`src/hdl/pab_defines.vh`:
```
/*
 constants for the pipelined converter digital back end.
 assumes inclusion by bare name from the design files.
*/
`ifndef PAB_DEFINES_VH
`define PAB_DEFINES_VH
`define PAB_STAGE_BITS 4
`define PAB_NUM_SUB 4
`define PAB_RES_BITS 14
`define PAB_ALIGN_BITS 20
`define PAB_LATENCY 4
`define PAB_STAGE_SHIFT 3
`define PAB_PH_SAMPLE 2'h0
`define PAB_PH_GAP1 2'h1
`define PAB_PH_HOLD 2'h2
`define PAB_PH_GAP2 2'h3
`endif

```
`src/hdl/pab_delay_line.v`:
```
/*
 delay line: holds one stage word for a number of sample clock cycles.
 assumes the advance strobe (the sample tick) comes from the same clock domain.
*/
`timescale 1ns/1ps
`include "pab_defines.vh"
module pab_delay_line #(
    parameter WIDTH = 4,
    parameter DEPTH = 1
) (
    input wire mclk_i,
    input wire srst_i,
    input wire adv_i,
    input wire [WIDTH-1:0] din_i,
    output wire [WIDTH-1:0] dout_o
);
    // one register per tap, chained through a wire so each has one driver
    wire [WIDTH*(DEPTH+1)-1:0] chain_w;
    assign chain_w[WIDTH-1:0] = din_i;
    genvar g;
    generate
        for (g = 0; g < DEPTH; g = g + 1) begin : g_tap
            reg [WIDTH-1:0] tap_reg;
            always @(posedge mclk_i) begin
                if (srst_i) begin
                    tap_reg <= {WIDTH{1'b0}};
                end else if (adv_i) begin
                    tap_reg <= chain_w[g*WIDTH +: WIDTH];
                end
            end
            assign chain_w[(g+1)*WIDTH +: WIDTH] = tap_reg;
        end
    endgenerate
    assign dout_o = chain_w[DEPTH*WIDTH +: WIDTH];
endmodule // pab_delay_line

```
`src/hdl/pab_backend.v`:
```
/*
 digital back end of a 14-bit pipelined converter: two-phase clock,
 stage word alignment, error correction and output latch.
 assumes stage words arrive synchronous to mclk_i from the analog core;
 mclk_i is the master sampling clock, four mclk_i ticks per conversion phase pair.
*/
`timescale 1ns/1ps
`include "pab_defines.vh"
module pab_backend #(
    parameter SW = `PAB_STAGE_BITS,
    parameter RW = `PAB_RES_BITS
) (
    input wire mclk_i,
    input wire srst_i,
    input wire [SW-1:0] stage1_word_i,
    input wire [SW-1:0] stage2_word_i,
    input wire [SW-1:0] stage3_word_i,
    input wire [SW-1:0] stage4_word_i,
    input wire [SW-1:0] flash_word_i,
    output wire phase_sample_o,
    output wire phase_hold_o,
    output wire [`PAB_NUM_SUB-1:0] stage_sample_o,
    output wire [`PAB_NUM_SUB-1:0] stage_amp_o,
    output wire sample_tick_o,
    output wire [RW-1:0] result_o,
    output wire result_bit_msb_o,
    output wire result_bit_lsb_o
);
    ////////////////////////////////////////////////////////////////////////////
    // two-phase clock with dead gaps so phases never overlap
    reg [1:0] phase_reg;
    reg [1:0] phase_next;
    always @* begin
        case (phase_reg)
            `PAB_PH_SAMPLE: phase_next = `PAB_PH_GAP1;
            `PAB_PH_GAP1: phase_next = `PAB_PH_HOLD;
            `PAB_PH_HOLD: phase_next = `PAB_PH_GAP2;
            `PAB_PH_GAP2: phase_next = `PAB_PH_SAMPLE;
            default: phase_next = `PAB_PH_SAMPLE;
        endcase
    end
    always @(posedge mclk_i) begin
        if (srst_i) begin
            phase_reg <= `PAB_PH_SAMPLE;
        end else begin
            phase_reg <= phase_next;
        end
    end
    assign phase_sample_o = (phase_reg == `PAB_PH_SAMPLE);
    assign phase_hold_o = (phase_reg == `PAB_PH_HOLD);
    // a conversion cycle ends at the last gap; one sample per cycle
    wire tick = (phase_reg == `PAB_PH_GAP2);
    assign sample_tick_o = tick;
    ////////////////////////////////////////////////////////////////////////////
    // per stage phase assignment, alternating stages swapped
    genvar s;
    generate
        for (s = 0; s < `PAB_NUM_SUB; s = s + 1) begin : g_stage
            if (s % 2 == 0) begin : g_even
                assign stage_sample_o[s] = phase_sample_o;
                assign stage_amp_o[s] = phase_hold_o;
            end else begin : g_odd
                assign stage_sample_o[s] = phase_hold_o;
                assign stage_amp_o[s] = phase_sample_o;
            end
        end
    endgenerate
    ////////////////////////////////////////////////////////////////////////////
    // alignment: earlier stages wait longer for the flash stage
    wire [SW-1:0] al1, al2, al3, al4, al5;
    pab_delay_line #(.WIDTH(SW), .DEPTH(`PAB_LATENCY)) u_dl1 (
        .mclk_i(mclk_i), .srst_i(srst_i), .adv_i(tick), .din_i(stage1_word_i), .dout_o(al1));
    pab_delay_line #(.WIDTH(SW), .DEPTH(`PAB_LATENCY-1)) u_dl2 (
        .mclk_i(mclk_i), .srst_i(srst_i), .adv_i(tick), .din_i(stage2_word_i), .dout_o(al2));
    pab_delay_line #(.WIDTH(SW), .DEPTH(`PAB_LATENCY-2)) u_dl3 (
        .mclk_i(mclk_i), .srst_i(srst_i), .adv_i(tick), .din_i(stage3_word_i), .dout_o(al3));
    pab_delay_line #(.WIDTH(SW), .DEPTH(`PAB_LATENCY-3)) u_dl4 (
        .mclk_i(mclk_i), .srst_i(srst_i), .adv_i(tick), .din_i(stage4_word_i), .dout_o(al4));
    assign al5 = flash_word_i;
    wire [`PAB_ALIGN_BITS-1:0] aligned_w = {al1, al2, al3, al4, al5};
    ////////////////////////////////////////////////////////////////////////////
    // correction: stage words overlap by one redundant bit each; add
    // each word shifted by three bits so the redundancy absorbs errors
    wire [RW+1:0] sum_w = ({2'h0, aligned_w[19:16], 10'h000} +
                           {5'h00, aligned_w[15:12], 7'h00} +
                           {8'h00, aligned_w[11:8], 4'h0} +
                           {11'h000, aligned_w[7:4], 1'h0} +
                           {14'h0000, aligned_w[3:2]});
    // clip overflow beyond full scale, limitation: no over-range flag
    wire [RW-1:0] corr_w = sum_w[RW+1:RW] != 2'h0 ? {RW{1'b1}} : sum_w[RW-1:0];
    // offset binary to two's complement: flip msb
    wire [RW-1:0] tc_w = {~corr_w[RW-1], corr_w[RW-2:0]};
    ////////////////////////////////////////////////////////////////////////////
    // output latch, updated once per sample clock
    reg [RW-1:0] out_reg;
    always @(posedge mclk_i) begin
        if (srst_i) begin
            out_reg <= {RW{1'b0}};
        end else if (tick) begin
            out_reg <= tc_w;
        end
    end
    assign result_o = out_reg;
    assign result_bit_msb_o = out_reg[RW-1];
    assign result_bit_lsb_o = out_reg[0];
endmodule // pab_backend

```
`config.mk`:
```
export PLATFORM = sky130hd
export DESIGN_NAME = pab_backend
export DESIGN_NICKNAME = d
export VERILOG_FILES = /design/src/hdl/pab_delay_line.v /design/src/hdl/pab_backend.v
export VERILOG_INCLUDE_DIRS = /design/src /design/src/hdl
export SDC_FILE = /design/constraint.sdc
export NUM_CORES = 1
export LEC_CHECK = 0
export BUFFER_PORTS_ARGS = -buffer_cell sky130_fd_sc_hd__buf_2
export CORE_MARGIN = 2
export CORE_UTILIZATION = 54
export DETAILED_ROUTE_END_ITERATION = 6
export PLACE_DENSITY = 0.83
export SYNTH_ARGS = -nofsm -noshare
export SYNTH_HDL_FRONTEND = slang
export SYNTH_SLANG_ARGS = --single-unit
```
`constraint.sdc`:
```
create_clock -name mclk_i -period 2.3 [get_ports mclk_i]
set_input_delay 0.23 -clock mclk_i [delete_from_list [all_inputs] [get_ports mclk_i]]
set_output_delay 0.23 -clock mclk_i [all_outputs]
set_load 0.005 [all_outputs]
```
Word-level counts from Yosys, hierarchy flattened
Index checks and enable logic that the tools add are counted.
{"block": "word_totals", "ff_bits": 56, "input_bits": 22, "output_inout_bits": 27, "wordCells": 24}
{"block": "classes", "add_sub_neg": 4, "n_eq_ne": 3, "n_mux": 2, "n_bitwise": 1, "n_reduce_logical": 2}
{"op": "$add A15 B8 Y16", "count": 1}
{"op": "$add A16 B2 Y16", "count": 1}
{"op": "$add A16 B5 Y16", "count": 1}
{"op": "$add A14 B11 Y15", "count": 1}
{"op": "$mux W14", "count": 1}
{"op": "$pmux W2 S4", "count": 1}
{"op": "$eq A2 B2 Y1 const B", "count": 2}
{"op": "$eq A2 B1 Y1 const B", "count": 1}
{"op": "$logic_not A2 Y1", "count": 1}
{"op": "$reduce_bool A2 Y1", "count": 1}
{"op": "$not A1 Y1", "count": 1}

Logic depth before layout (Yosys ltp)
{"block": "logic_depth", "depth_word": 7, "mapped_depth": 6, "depth_no_buf": 6}

Hierarchy
A second synthesis with hierarchy kept.
{"block": "unflattened", "hier_cells": 255, "hier_area_um2": 2511.2}
{"module": "pab_backend", "instances": 1, "cells_per_inst": 126, "area_per_inst_um2": 1084.8, "seq_area_each_um2": 320.3}
{"module": "pab_delay_line (u_dl1)", "instances": 1, "cells_per_inst": 52, "area_per_inst_um2": 580.6, "seq_area_each_um2": 320.3}
{"module": "pab_delay_line (u_dl2)", "instances": 1, "cells_per_inst": 38, "area_per_inst_um2": 420.4, "seq_area_each_um2": 240.2}
{"module": "pab_delay_line (u_dl3)", "instances": 1, "cells_per_inst": 26, "area_per_inst_um2": 285.3, "seq_area_each_um2": 160.2}
{"module": "pab_delay_line (u_dl4)", "instances": 1, "cells_per_inst": 13, "area_per_inst_um2": 140.1, "seq_area_each_um2": 80.1}

Worst setup path before layout
Ideal clock, no wire load.
{"block": "synth_timing", "path_type": "register to register", "start": "register u_dl4.g_tap[0].tap_reg[0] (netlist: u_dl4.dout_o[0])", "end": "register out_reg[13] (netlist: result_o[13])", "setup_ps": 139, "arrival_time_ps": 1627, "t_required_ps": 2161, "path_slack_ps": 534, "stages_incl_launch_ff": 7, "path_buffers": 0, "synth_period_minus_slack_ps": 1766, "cell_sequence": "dfxtp_1 -> ha_1 -> ha_1 -> a311o_1 -> nor3b_1 -> a2111oi_0 -> a2111oi_0"}
{"block": "synth_between", "elab_chain_cells": 5}
{"item": "start: declaration", "line_no": "pab_delay_line.v:23", "rtl": "reg [WIDTH-1:0] tap_reg;"}
{"item": "start signal: assignment", "line_no": "pab_delay_line.v:26", "rtl": "tap_reg <= {WIDTH{1'b0}};"}
{"item": "start signal: assignment", "line_no": "pab_delay_line.v:28", "rtl": "tap_reg <= chain_w[g*WIDTH +: WIDTH];"}
{"item": "$add A16 B5 Y16 *", "line_no": "pab_backend.v:86", "rtl": "{8'h00, aligned_w[11:8], 4'h0} +"}
{"item": "$add A16 B2 Y16 *", "line_no": "pab_backend.v:87", "rtl": "{11'h000, aligned_w[7:4], 1'h0} +"}
{"item": "$reduce_bool A2 Y1", "line_no": "pab_backend.v:90", "rtl": "wire [RW-1:0] corr_w = sum_w[RW+1:RW] != 2'h0 ? {RW{1'b1}} : sum_w[RW-1:0];"}
{"item": "$mux W14 *", "line_no": "pab_backend.v:90"}
{"item": "$not A1 Y1 *", "line_no": "pab_backend.v:92", "rtl": "wire [RW-1:0] tc_w = {~corr_w[RW-1], corr_w[RW-2:0]};"}
{"item": "end signal: assignment", "line_no": "pab_backend.v:98", "rtl": "out_reg <= {RW{1'b0}};"}
{"item": "end signal: assignment", "line_no": "pab_backend.v:100", "rtl": "out_reg <= tc_w;"}
{"item": "end: declaration", "line_no": "pab_backend.v:95", "rtl": "reg [RW-1:0] out_reg;"}
Every way passes the cells marked *; elsewhere a longest branch is shown, timed or not.
A chain may end at the register's enable or synchronous reset.

Worst setup path after layout
Ends and elaborated chain as after synthesis.

==> metrics.txt <==
Synth Area in Adders 4.088%; Setup crit start kind flop; total track usage 18.01%; Synth area leader dfxtp_1; combinational fraction of design power 22.3%; Worst EP required about 2.5 ns; Sw Ratio 28.66%; multi-input logic area 1164 µm²; Synth top area share 45.78%; worst setup path class reg2reg; ys async rst share 0%; Psw 0.5984 mW; nets@finish 310; Hold Crit Class in2reg; worst-skew pair later-pin latency 0.31 ns; largest family of logic cells by synthesized area multiplexers; post-synthesis xor/xnor area fraction about 2.9%; post-cts repair resize count 0; hold slack 0.1456 ns; wire length of the first global-routing pass ~7400 µm; Vias/cell 5.303; initial core utilization 56.24%; die footprint 5089 µm²; top post-synthesis cells by area dfxtp_1, mux2i_1, nor2_1, a211oi_2, ha_1; syn nets between 200 and 300; Antenna Nets Post-Route 0; max_cap viols 0; internal cell power 1.489 mW; number of synthesized flops with an enable pin 0; yosys synthesis warning count 0; HPWL after detailed placement approximately 2900 µm; I/O pin count 49; CTS Buf Count 5; CTS tree done; Die W 71.34 µm; crit path DAT 2.15 ns; unrepaired setup endpoints after global routing false; H-tree Lvls 2; hold_buf cts 0; Reg power frac 51.9%; Setup crit end kind flop; Post-Syn Instances 246; Setup Viol. Count Final 0; Synth Area in Compound Gates 11.19%; largest net degree at the start of global routing 40; DR pass1 iterations 4; Highest Clock Rate around 500 MHz; outcome finished, final reports clean; PD cells about 760 nW/µm²; Post CTS Setup Buffer Count 0; synthesized area between 2000 and 2500 µm²; Initial DRC Count 75; Placement Setup Slack 0.2969 ns; Lkg Pwr 1.088 nW; Cells after DPL 325; Sink Count 56; Top FF cell, synth dfxtp_1; Ant. Diodes 0; Rel. slew slack approximately 53%; simple-gate share of the synthesized area approximately 13%; Critical Path Fanout Max 4; remaining global-route overflow 0; final count of hold timing violations 0; Residual DRC 0; skew final ~0.0038 ns; initial antenna violation count 0; DR vias 1766; pin slew with the least headroom to its limit 0.7000 ns; root buf cell clkbuf_8; routability congestion estimate 0.7966; Setup TNS 0 ns; WL final 4231 µm; fin worst setup slack 0.3134 ns; share of the yosys chip area belonging to registers between 40% and 50%; syn_area_per_cell 9.954 µm²; area grow syn2layout 12.06%; Core Area 4354 µm²; final cycle utilization of the critical path ~86%; power share of the clock group 25.8%; FP Rows 24; post-synthesis mux area share 16.35%; Final Max Tran Viols 0; Die H 71.34 µm; register bit count reported by yosys 56; fraction of layout cells with a size suffix above 1 25.98%; vias in the first global route 1677; minimum clock period 1.987 ns; total power draw 2.088 mW; Final Non-Filler Cells 333; synth unique cells 38; Reg clk slew, reported paths 0.10 ns; Max clock buf depth 2; drt wl/cell 12.71 µm; flip-flop count of the largest register after layout 14; Layout fillers 351; PortBufs 46; sequential cell area 1121 µm²; Max VDD drop between 0.5 and 0.6 mV
## worst paths after layout
check / slack (ns) / startpoint / cells past startpoint / endpoint
max reg2reg: 0.31 / u_dl4.dout_o[0] / 6 / result_o[13]
min reg2reg: 0.49 / result_o[1] / 2 / result_o[1]
min: 0.15 / stage1_word_i[2] / 3 / u_dl1.g_tap[0].tap_reg[2]
max: 0.31 / u_dl4.dout_o[0] / 6 / result_o[13]
## critical path: stages, from the launching register on
cell       delay, ns
dfxtp_1         0.33
ha_1            0.22
ha_1            0.24
a311o_1         0.38
nor3b_1         0.16
a2111oi_0       0.39
a2111oi_0       0.12
## metrics by stage
| step | cell area (µm²) | utilization, % |
|---|---|---|
| floorplan | 2449 | - |
| global placement | 2653 | 60.92 |
| detailed placement | 2653 | 60.92 |
| CTS | 2744 | 63.02 |
| global route | 2744 | 63.02 |
| finish | 2744 | 63.02 |
## final cells by class
| type | count | area share, % |
|---|---|---|
| timing repair buffer | 50 | 9.941 |
| clock buffer | 5 | 2.508 |
| inverter | 8 | 1.094 |
| sequential | 56 | 40.86 |
| tap | 52 | 2.371 |
| multi-input combinational | 159 | 42.41 |
| clock inverter | 3 | 0.8208 |
## placed cells by master (no fill, tap or decap), types with 2 or more instances in the layout
| master | count |
|---|---|
| a2111oi_0 | 2 |
| a211oi_1 | 2 |
| a211oi_2 | 10 |
| a21oi_1 | 2 |
| a31oi_1 | 2 |
| a41oi_1 | 2 |
| buf_2 | 46 |
| buf_4 | 3 |
| clkbuf_8 | 5 |
| dfxtp_1 | 56 |
| ha_1 | 7 |
| inv_1 | 8 |
| mux2i_1 | 40 |
| nand2_1 | 2 |
| nand3_1 | 2 |
| nor2_1 | 59 |
| nor3_1 | 2 |
| o21ai_0 | 2 |
| xnor2_1 | 3 |
| xor2_1 | 5 |
## synthesized netlist by cell type (all sizes together) (2+ instances only)
master,instances
dfxtp,56
nor3,2
a21oi,2
clkbuf,6
a31oi,2
a211oi,12
nor2,59
o21ai,2
a41oi,2
inv,8
ha,8
nand3,2
a2111oi,2
buf,17
nand2,2
mux2i,40
or2,2
xnor2,3
xor2,5
## per-layer routing
metal  global-route usage, %  share of wire, %  vias to the layer above
met3                   3.938               5.0                        8
met5                       0                 0                        -
met1                   22.99                48                      803
met4                   7.128               1.5                        0
met2                   29.73                46                       47
li1                        -                 -                      908
## cell families after synthesis
group	after synthesis
AO/OA/AOI/OAI	29
multiplexers	40
AND/OR/NAND/NOR	74
buffers and inverters	31
flip-flops	56
XOR/XNOR	8
adder cells (fa/ha/maj)	8
## power by group through the flow
stage | Combinational [mW] | Clock [mW] | Sequential, mW
6_report | 0.466 | 0.538 | 1.08
5_1_grt | 0.519 | 0.588 | 1.09
4_1_cts | 0.472 | 0.554 | 1.08
3_5_place_dp | 0.468 | 0 | 1.11
3_3_place_gp | 0.459 | 0 | 1.10
2_1_floorplan | 0.378 | 0 | 1.10
Power figures use the tool's default switching activity.
